[src/hdl/hvs_pkg.sv]
// Constants, types and register map of the video sync and host strobe block
// Operation
// - Shift clock out is shift clock in, gated synchronously by blanking.
// - Reference input drives a clock generator set by its own registers.
// - Blank active forces every colour output not driven by sync or tri-sync to the blanking level.
// - Sync reaches a colour only if its enable is set; else ignored.
// - Delayed sync output copies sync input after the pipeline delay.
// - Three-level sync input acts only when its enable bit is set.
// - Three-level sync low drives sync-enabled colours to tri-sync level.
// - Host bus is 10 bits, split 8+2, or plain 8 bits.
// - Field parity used in interlaced mode, ignored when noninterlaced.
// - Host write data captured on the rising edge of chip enable.
// - Blank, sync, tri-sync and parity sampled with pixels on load.
// - Command select latched on the falling edge of chip enable.
package hvs_pkg;

  // APB register offsets
  localparam logic [11:0] ADDR_CTRL  = 12'h000;
  localparam logic [11:0] ADDR_PLL   = 12'h004;
  localparam logic [11:0] ADDR_HOST  = 12'h008;
  localparam logic [11:0] ADDR_RDBK  = 12'h00C;

  // Control register fields
  localparam int unsigned CTRL_TRI   = 0;
  localparam int unsigned CTRL_SOG   = 1;
  localparam int unsigned CTRL_SOR   = 2;
  localparam int unsigned CTRL_SOB   = 3;
  localparam int unsigned CTRL_ILACE = 4;
  localparam int unsigned CTRL_WID   = 5;
  localparam int unsigned CTRL_BITS  = 7;
  localparam logic [6:0]  CTRL_RST   = 7'h00;
  localparam logic [7:0]  PLL_RST    = 8'h00;
  localparam int unsigned HOST_NEW   = 12;

  // Pipeline depth from load strobe to outputs
  localparam int unsigned PIPE_DEPTH = 3;

  // Output level codes
  localparam logic [9:0] SYNC_LEVEL  = 10'h000;
  localparam logic [9:0] BLANK_LEVEL = 10'h040;
  localparam logic [9:0] TRI_LEVEL   = 10'h080;

  typedef enum logic [1:0] {
    WID_10  = 2'b00,
    WID_8P2 = 2'b01,
    WID_8   = 2'b10
  } hvs_width_t;

  typedef enum logic {
    BYTE_LO = 1'b0,
    BYTE_HI = 1'b1
  } hvs_byte_t;

endpackage : hvs_pkg

[src/hdl/hvs_host_if.sv]
// Carrier between the core and the host data bus port
`timescale 1ns/1ps
`default_nettype none
interface hvs_host_if;
  hvs_pkg::hvs_width_t mode;
  logic [9:0]          rd_word;
  logic [9:0]          wr_word;
  logic [1:0]          wr_cmd;
  logic                wr_pulse;
  modport port (input mode, input rd_word,
                output wr_word, output wr_cmd, output wr_pulse);
  modport core (output mode, output rd_word,
                input wr_word, input wr_cmd, input wr_pulse);
endinterface : hvs_host_if
`default_nettype wire

[src/hdl/hvs_video_ctl.sv]
// Video sync, blanking, shift clock gating and host strobe top level
`timescale 1ns/1ps
`default_nettype none
module hvs_video_ctl #(
  parameter int unsigned PIPE_DEPTH = hvs_pkg::PIPE_DEPTH
) (
  input  wire logic        ref_clk,
  input  wire logic        srst,
  input  wire logic [11:0] paddr,
  input  wire logic        psel,
  input  wire logic        penable,
  input  wire logic        pwrite,
  input  wire logic [31:0] pwdata,
  output logic      [31:0] prdata,
  output logic             pready,
  output logic             pslverr,
  input  wire logic        pixel_load_strobe,
  input  wire logic [29:0] pixel_data_in,
  input  wire logic        blank_n,
  input  wire logic        sync_n,
  input  wire logic        three_level_sync_ctl,
  input  wire logic        field_parity,
  input  wire logic        shift_clock_in,
  input  wire logic        pll_reference_clock_in,
  output logic             gated_shift_clock_out,
  output logic             delayed_sync_out,
  output logic      [29:0] colour_current_outputs,
  output logic             field_parity_out,
  output logic             pll_clock_out,
  input  wire logic        chip_enable_n,
  input  wire logic        read_write,
  input  wire logic [1:0]  command_select,
  input  wire logic [9:0]  host_data_in,
  output logic      [9:0]  host_data_out,
  output logic             host_data_oe
);

  ////////////////////////////////////////////////////////////////////////
  // Registers and decode

  logic [6:0]  ctrl;
  logic [7:0]  pll_div;
  logic [9:0]  rd_word;
  logic [9:0]  last_word;
  logic [1:0]  last_cmd;
  logic        host_new;
  logic        apb_acc;
  logic        apb_wr;
  logic        three_level_sync_en;
  logic        sync_on_green_en;
  logic        sync_on_red_en;
  logic        sync_on_blue_en;
  logic        interlace_en;

  hvs_host_if hif ();

  assign three_level_sync_en = ctrl[hvs_pkg::CTRL_TRI];
  assign sync_on_green_en    = ctrl[hvs_pkg::CTRL_SOG];
  assign sync_on_red_en      = ctrl[hvs_pkg::CTRL_SOR];
  assign sync_on_blue_en     = ctrl[hvs_pkg::CTRL_SOB];
  assign interlace_en        = ctrl[hvs_pkg::CTRL_ILACE];
  assign hif.mode    = hvs_pkg::hvs_width_t'(ctrl[hvs_pkg::CTRL_WID +: 2]);
  assign hif.rd_word = rd_word;

  // Access phase before the answer; write lands when pready is seen
  assign apb_acc = psel & penable & ~pready;
  assign apb_wr  = psel & penable & pready & pwrite;

  always_ff @(posedge ref_clk) begin
    if (srst) pready <= 1'h0;
    else pready <= apb_acc;
  end

  always_ff @(posedge ref_clk) begin
    if (srst) begin
      prdata  <= 32'h0000_0000;
      pslverr <= 1'h0;
    end else if (apb_acc) begin
      pslverr <= 1'h0;
      prdata  <= 32'h0000_0000;
      if (paddr == hvs_pkg::ADDR_CTRL) begin
        prdata <= {25'h000_0000, ctrl};
      end else if (paddr == hvs_pkg::ADDR_PLL) begin
        prdata <= {24'h00_0000, pll_div};
      end else if (paddr == hvs_pkg::ADDR_HOST) begin
        prdata <= {19'h0_0000, host_new, last_cmd, last_word};
      end else if (paddr == hvs_pkg::ADDR_RDBK) begin
        prdata <= {22'h00_0000, rd_word};
      end else begin
        pslverr <= 1'h1;
      end
    end else begin
      pslverr <= 1'h0;
    end
  end

  always_ff @(posedge ref_clk) begin
    if (srst) begin
      ctrl    <= hvs_pkg::CTRL_RST;
      pll_div <= hvs_pkg::PLL_RST;
      rd_word <= 10'h000;
    end else if (apb_wr) begin
      if (paddr == hvs_pkg::ADDR_CTRL) begin
        ctrl <= pwdata[hvs_pkg::CTRL_BITS-1:0];
      end else if (paddr == hvs_pkg::ADDR_PLL) begin
        pll_div <= pwdata[7:0];
      end else if (paddr == hvs_pkg::ADDR_RDBK) begin
        rd_word <= pwdata[9:0];
      end
    end
  end

  // Host write record; a new write wins over the clear
  always_ff @(posedge ref_clk) begin
    if (srst) begin
      last_word <= 10'h000;
      last_cmd  <= 2'h0;
      host_new  <= 1'h0;
    end else if (hif.wr_pulse) begin
      last_word <= hif.wr_word;
      last_cmd  <= hif.wr_cmd;
      host_new  <= 1'h1;
    end else if (apb_wr && paddr == hvs_pkg::ADDR_HOST &&
                 pwdata[hvs_pkg::HOST_NEW]) begin
      host_new <= 1'h0;
    end
  end

  hvs_host_port u_host (
    .ref_clk        (ref_clk),
    .srst           (srst),
    .chip_enable_n  (chip_enable_n),
    .read_write     (read_write),
    .command_select (command_select),
    .host_data_in   (host_data_in),
    .host_data_out  (host_data_out),
    .host_data_oe   (host_data_oe),
    .hif            (hif.port)
  );

  ////////////////////////////////////////////////////////////////////////
  // Pixel-rate sampling and pipeline

  logic        ld_q;
  logic        ld_edge;
  logic [33:0] p_in;
  logic [33:0] p_out;
  logic [29:0] p_pix;
  logic        p_blank_n;
  logic        p_sync_n;
  logic        p_tri_n;
  logic        p_par;

  always_ff @(posedge ref_clk) begin
    if (srst) ld_q <= 1'h0;
    else ld_q <= pixel_load_strobe;
  end

  assign ld_edge = pixel_load_strobe & ~ld_q;
  assign p_in = {field_parity, three_level_sync_ctl, sync_n, blank_n,
                 pixel_data_in};

  hvs_pipe #(
    .W     (34),
    .DEPTH (PIPE_DEPTH),
    .RST   ({4'h6, 30'h0000_0000})
  ) u_pipe (
    .ref_clk (ref_clk),
    .srst    (srst),
    .advance (ld_edge),
    .din     (p_in),
    .dout    (p_out)
  );

  assign p_pix     = p_out[29:0];
  assign p_blank_n = p_out[30];
  assign p_sync_n  = p_out[31];
  assign p_tri_n   = p_out[32];
  assign p_par     = p_out[33];

  ////////////////////////////////////////////////////////////////////////
  // Colour level selection

  function automatic logic [9:0] hvs_level(
    input logic       en,
    input logic [9:0] pix
  );
    if (en && !p_sync_n) begin
      return hvs_pkg::SYNC_LEVEL;
    end else if (en && three_level_sync_en && !p_tri_n) begin
      return hvs_pkg::TRI_LEVEL;
    end else if (!p_blank_n) begin
      return hvs_pkg::BLANK_LEVEL;
    end else begin
      return pix;
    end
  endfunction : hvs_level

  always_ff @(posedge ref_clk) begin
    if (srst) begin
      colour_current_outputs <= {3{hvs_pkg::BLANK_LEVEL}};
    end else begin
      colour_current_outputs <= {hvs_level(sync_on_red_en, p_pix[29:20]),
                                 hvs_level(sync_on_green_en, p_pix[19:10]),
                                 hvs_level(sync_on_blue_en, p_pix[9:0])};
    end
  end

  always_ff @(posedge ref_clk) begin
    if (srst) delayed_sync_out <= 1'h1;
    else delayed_sync_out <= p_sync_n;
  end

  always_ff @(posedge ref_clk) begin
    if (srst) field_parity_out <= 1'h0;
    else field_parity_out <= interlace_en & p_par;
  end

  ////////////////////////////////////////////////////////////////////////
  // Shift clock gating

  logic sck_gate;

  always_ff @(posedge ref_clk) begin
    if (srst) sck_gate <= 1'h0;
    else if (!shift_clock_in) sck_gate <= p_blank_n;
  end

  always_ff @(posedge ref_clk) begin
    if (srst) gated_shift_clock_out <= 1'h0;
    else gated_shift_clock_out <= shift_clock_in & sck_gate;
  end

  ////////////////////////////////////////////////////////////////////////
  // Clock generator from the reference input

  logic       pr_q;
  logic       pr_edge;
  logic [7:0] pll_cnt;

  always_ff @(posedge ref_clk) begin
    if (srst) pr_q <= 1'h0;
    else pr_q <= pll_reference_clock_in;
  end

  assign pr_edge = pll_reference_clock_in & ~pr_q;

  always_ff @(posedge ref_clk) begin
    if (srst) begin
      pll_cnt       <= 8'h00;
      pll_clock_out <= 1'h0;
    end else if (pr_edge) begin
      if (pll_cnt >= pll_div) begin
        pll_cnt       <= 8'h00;
        pll_clock_out <= ~pll_clock_out;
      end else begin
        pll_cnt <= pll_cnt + 8'h01;
      end
    end
  end
endmodule : hvs_video_ctl
`default_nettype wire

[src/hdl/hvs_pipe.sv]
// Strobe-advanced delay line for pixel data and video controls
`timescale 1ns/1ps
`default_nettype none
module hvs_pipe #(
  parameter int unsigned    W     = 34,
  parameter int unsigned    DEPTH = 3,
  parameter logic [W-1:0]   RST   = '0
) (
  input  wire logic         ref_clk,
  input  wire logic         srst,
  input  wire logic         advance,
  input  wire logic [W-1:0] din,
  output logic      [W-1:0] dout
);
  logic [W-1:0] stage [DEPTH];

  always_ff @(posedge ref_clk) begin
    if (srst) begin
      for (int i = 0; i < DEPTH; i++) stage[i] <= RST;
    end else if (advance) begin
      stage[0] <= din;
      for (int i = 1; i < DEPTH; i++) stage[i] <= stage[i-1];
    end
  end

  assign dout = stage[DEPTH-1];
endmodule : hvs_pipe
`default_nettype wire

[src/hdl/hvs_host_port.sv]
// Host data bus port: chip enable strobes, width modes, read drive
`timescale 1ns/1ps
`default_nettype none
module hvs_host_port (
  input  wire logic       ref_clk,
  input  wire logic       srst,
  input  wire logic       chip_enable_n,
  input  wire logic       read_write,
  input  wire logic [1:0] command_select,
  input  wire logic [9:0] host_data_in,
  output logic      [9:0] host_data_out,
  output logic            host_data_oe,
  hvs_host_if.port        hif
);
  logic                ce_q;
  logic                rd_q;
  logic [1:0]          cmd_q;
  logic [7:0]          lo_byte;
  hvs_pkg::hvs_byte_t  wphase;
  hvs_pkg::hvs_byte_t  rphase;
  logic                ce_fall;
  logic                ce_rise;

  assign ce_fall = ce_q & ~chip_enable_n;
  assign ce_rise = ~ce_q & chip_enable_n;

  always_ff @(posedge ref_clk) begin
    if (srst) ce_q <= 1'h1;
    else ce_q <= chip_enable_n;
  end

  always_ff @(posedge ref_clk) begin
    if (srst) begin
      cmd_q <= 2'h0;
      rd_q  <= 1'h0;
    end else if (ce_fall) begin
      cmd_q <= command_select;
      rd_q  <= read_write;
    end
  end

  always_ff @(posedge ref_clk) begin
    if (srst) begin
      wphase       <= hvs_pkg::BYTE_LO;
      lo_byte      <= 8'h00;
      hif.wr_word  <= 10'h000;
      hif.wr_cmd   <= 2'h0;
      hif.wr_pulse <= 1'h0;
    end else begin
      hif.wr_pulse <= 1'h0;
      if (ce_rise && !rd_q) begin
        hif.wr_cmd <= cmd_q;
        if (hif.mode == hvs_pkg::WID_10) begin
          hif.wr_word  <= host_data_in;
          hif.wr_pulse <= 1'h1;
        end else if (hif.mode == hvs_pkg::WID_8P2) begin
          case (wphase)
            hvs_pkg::BYTE_LO: begin
              lo_byte <= host_data_in[7:0];
              wphase  <= hvs_pkg::BYTE_HI;
            end
            default: begin
              hif.wr_word  <= {host_data_in[1:0], lo_byte};
              hif.wr_pulse <= 1'h1;
              wphase       <= hvs_pkg::BYTE_LO;
            end
          endcase
        end else begin
          hif.wr_word  <= {host_data_in[7:0], 2'h0};
          hif.wr_pulse <= 1'h1;
        end
      end
    end
  end

  always_ff @(posedge ref_clk) begin
    if (srst) begin
      host_data_oe  <= 1'h0;
      host_data_out <= 10'h000;
      rphase        <= hvs_pkg::BYTE_LO;
    end else if (ce_fall && read_write) begin
      host_data_oe <= 1'h1;
      if (hif.mode == hvs_pkg::WID_10) begin
        host_data_out <= hif.rd_word;
      end else if (hif.mode == hvs_pkg::WID_8P2) begin
        case (rphase)
          hvs_pkg::BYTE_LO: host_data_out <= {2'h0, hif.rd_word[7:0]};
          default:          host_data_out <= {8'h00, hif.rd_word[9:8]};
        endcase
      end else begin
        host_data_out <= {2'h0, hif.rd_word[9:2]};
      end
    end else if (ce_rise) begin
      host_data_oe <= 1'h0;
      if (rd_q && hif.mode == hvs_pkg::WID_8P2) begin
        rphase <= (rphase == hvs_pkg::BYTE_LO) ? hvs_pkg::BYTE_HI
                                              : hvs_pkg::BYTE_LO;
      end
    end
  end
endmodule : hvs_host_port
`default_nettype wire

[config.mk]
export PLATFORM = sky130hd
export DESIGN_NAME = hvs_video_ctl
export DESIGN_NICKNAME = d
export VERILOG_FILES = /design/src/hdl/hvs_pkg.sv /design/src/hdl/hvs_host_if.sv /design/src/hdl/hvs_video_ctl.sv /design/src/hdl/hvs_pipe.sv /design/src/hdl/hvs_host_port.sv
export SDC_FILE = /design/constraint.sdc
export NUM_CORES = 1
export LEC_CHECK = 0
export BUFFER_PORTS_ARGS = -buffer_cell sky130_fd_sc_hd__buf_2
export CAP_MARGIN = 20
export CORE_ASPECT_RATIO = 1.25
export CORE_UTILIZATION = 50
export CTS_CLUSTER_DIAMETER = 50
export DETAILED_ROUTE_END_ITERATION = 16
export PLACE_DENSITY = 0.77
export SYNTH_ARGS = -nofsm -noshare
export SYNTH_HDL_FRONTEND = slang
export SYNTH_HIERARCHICAL = 1
export SYNTH_SLANG_ARGS = --single-unit
[constraint.sdc]
create_clock -name ref_clk -period 4.7 [get_ports ref_clk]
set_input_delay 0.47 -clock ref_clk [delete_from_list [all_inputs] [get_ports ref_clk]]
set_output_delay 0.47 -clock ref_clk [all_outputs]
set_load 0.03 [all_outputs]
==> metrics.csv <==
stage,metric,value,unit
status,status,finished clean,
routing,Routed Antenna Nets,0,
timing,final setup TNS,0,ns
placement,port bufs,138,
synthesis,leading area contributor after synthesis,edfxtp_1,
synthesis,most frequent cell after synthesis,dfxtp_1,
global_route,largest net degree at the start of global routing,108,
critical_path,"Arr. time, crit path",2.56,ns
cts,CTS tree,built,
synthesis,Post-Synth Simple-Gate Area,0.2117,
placement,Placement Cell Area,10500,sq um
synthesis,area fraction of the dominant cell type after synthesis,0.3047,
routing,DRC,0,
synthesis,Mapped Cells,872,
routing,1st-iter DRT viols,298,
worst_hold_path,depth of the worst hold-timing path,2,
timing,Max-slew headroom,0.3092,
synthesis,synth unique cells,63,
routing,final wirelength,18660,um
cts,"Reg clk slew, reported paths",0.06,ns
routing,vias after detailed routing,6414,
synthesis,Synth area leaders,"edfxtp_1 30%, dfxtp_1 27%, and3b_1 8.5%",
synthesis,post-synthesis sequential area ratio,0.5756,
die,Top Ports,179,
cts,H-tree lvl count,1,
die,die width,128.8,um
placement,gpl congestion,0.8162,
timing,Max Slew Vio Count,0,
synthesis,syn avg cell area,11.53,sq um
cts,Root Buffer,clkbuf_16,
power,power density over the cells,384.2,nW/um^2
global_route,initial antenna violation count,0,
critical_path,RR Endpoint,u_pipe/stage[0][40],
synthesis,xor-xnor portion of the synthesized cell area,0.002614,
critical_path,Crit. Startpoint,ld_q,
routing,routed length per instance,15.13,um
cells_and_area,diode count,0,
die,num rows,57,
cells_and_area,register area,5786,sq um
timing,RSZ-0062 raised after global routing,no,
cts,"Clk Latency, worst-skew pair",0.51,ns
power,Worst IR Drop VDD,0.0003239,V
timing,Clock Skew,0.007593,ns
synthesis,compound-gate portion of the synthesized area,0.06809,
die,core box area,19540,sq um
cts,cts hold-fix bufs,0,
timing,Tcrit/Tclk final,0.5040,
critical_path,worst endpoint required time,4.89,ns
synthesis,post-synthesis mux area share,0.05663,
cts,setup bufs post-CTS,0,
routing,Vias/cell,5.202,
synthesis,post-synthesis cell area,10050,sq um
die,die height,160.5,um
timing,Final Hold Fails,0,
global_route,first-pass GRT wire length,29390,um
cts,post-cts sizing count,0,
critical_path,"Slowest-stage cell, CP",or2_4,
timing,post-route minimum period,2.369,ns
cells_and_area,multi-input logic area,3602,sq um
synthesis,Post-Synth Adder-Cell Area,0.01120,
cells_and_area,fillcell total,1655,
cells_and_area,proportion of layout cells with a drive suffix above 1,0.2097,
critical_path,Crit path max-delay family,simple AND/OR/NAND/NOR gates,
critical_path,Levels on crit path,3,
run,Max Cap Violations,0,
cts,Max clock buf depth,3,
critical_path,R2R setup slack,2.33,ns
die,Starting Density,0.5144,
synthesis,Syn. warnings,6,
synthesis,largest family of logic cells by synthesized area,simple AND/OR/NAND/NOR gates,
timing,Setup Viol. Count Final,0,
global_route,GRT overflow,0,
placement,Final HPWL DP,12360,um
synthesis,commonest cells in the netlist,"136 x dfxtp_1, 102 x edfxtp_1, 97 x and3b_1",
worst_hold_path,min-delay src,pixel_load_strobe,
cts,clk sinks,238,
synthesis,#FFs+latches synth,238,
die,die area,20680,sq um
critical_path,crit start category,flip-flop,
critical_path,crit path buf inv count,1,
global_route,vias in the first global route,5836,
cells_and_area,Final Util,0.5763,
critical_path,kind of critical path,reg -> reg,
synthesis,number of flops mapped to enable cells by yosys,102,
worst_hold_path,endpoint of the worst hold path,ld_q,
cells_and_area,Nets,1059,
cts,CTS buffer count,25,
cells_and_area,final instance area,11260,sq um
critical_path,"Max FO, Critical Path",80,
global_route,total track usage,0.1778,
critical_path,crit-path max cell delay,0.88,ns
synthesis,Most used DFF post-synth,dfxtp_1,
synthesis,Async SR Flop Fraction,0,
cells_and_area,synth-to-layout area growth,12.04,%
routing,1st-pass router iterations,5,
timing,Fmax,422.1,MHz
worst_hold_path,HP Class,in -> reg,
critical_path,CP Capture Type,flip-flop,
power,overall power,4327,uW
power,static leakage,0.004784,uW
critical_path,worst-case reg-to-reg path depth,3,
critical_path,CP Cell Sequence,nor2b_4 > or2_4 > buf_4,
critical_path,worst r2r src,ld_q,
timing,Worst-Margin Slew,1.036,ns
## cell usage in the layout, fill, tap and decap left out, drive strengths merged, types with 5 or more instances in the layout
cell type,Yosys,routed
conb,1,19
buf,84,143
clkinv,2,6
nor3,9,9
and3b,97,97
nor2b,13,13
o2bb2ai,8,8
or3b,8,8
nor2,69,69
nand2,51,51
o21ai,20,20
mux2i,49,49
nand2b,6,6
edfxtp,102,102
inv,10,15
a22oi,8,8
or2,6,6
a21oi,37,37
nand3,20,20
clkbuf,26,35
and2,26,26
a311oi,6,6
a221o,5,5
nand4,13,13
or3,5,5
o31ai,9,9
ha,9,9
dfxtp,136,136
## cells by family (layout without fill, tap and decap cells)
logic type,after synthesis,in the layout
xor gates and xnor gates,3,3
and+or+nand+nor,340,340
other,1,19
DFF,238,238
adders and majority gates,9,9
buffers and inverters,122,200
muxes,54,54
AOI/OAI and AO/OA,105,105
## layer usage
metal  GRT usage  share of wire  vias up  wire length (um)
met5           0              0        -                 0
met4     0.06631          0.028        0               529
met1      0.2282           0.44     2999              8135
li1            -              -     3203                 -
met2      0.3005           0.49      178              9118
met3     0.02831          0.047       34               872
## where the power goes
part	switching, uW	internal, uW
combinational	160	80.3
sequential	22.8	2240
clock	784	1040
## area by class of cell
| class | instances | area share |
|---|---|---|
| inverter | 12 | 0.004000 |
| clock inverter | 10 | 0.006444 |
| multi-input combinational | 530 | 0.3199 |
| sequential | 238 | 0.5137 |
| tap | 265 | 0.02944 |
| clock buffer | 35 | 0.06166 |
| timing repair buffer | 143 | 0.06488 |
## registers in the layout (all words and copies together), names as in the netlist, 2 cells and up
signal and count:
colour_current_outputs 30, ctrl 7, hif.rd_word 10, last_cmd 2, last_word 10, pll_cnt 8, pll_div 8, prdata 13
u_host/cmd_q 2, u_host/hif.wr_cmd 2, u_host/hif.wr_word 10, u_host/host_data_out 10, u_host/lo_byte 8, u_pipe/stage 102
## how the worst max path moves through the flow
stage / slack (ns) / to
2_1_floorplan: 1.14 / u_pipe/stage[0][0]
3_3_place_gp: 1.91 / hif.rd_word[0]
3_5_place_dp: 1.87 / hif.rd_word[0]
4_1_cts: 2.30 / u_pipe/stage[0][60]
5_1_grt: 2.16 / u_pipe/stage[0][60]
6_report: 2.33 / u_pipe/stage[0][40]
## metrics by stage
stage          hold WS (ns)  worst slack [ns]  cells
2_1_floorplan        0.4184             1.139    890
6_report             0.1809             2.331   1233
3_5_place_dp         0.4245             1.867   1188
4_1_cts              0.1633             2.297   1233
3_3_place_gp         0.4248             1.906   1188
5_1_grt              0.1827             2.155   1233
Note: power is estimated with default switching activity, not from simulation.
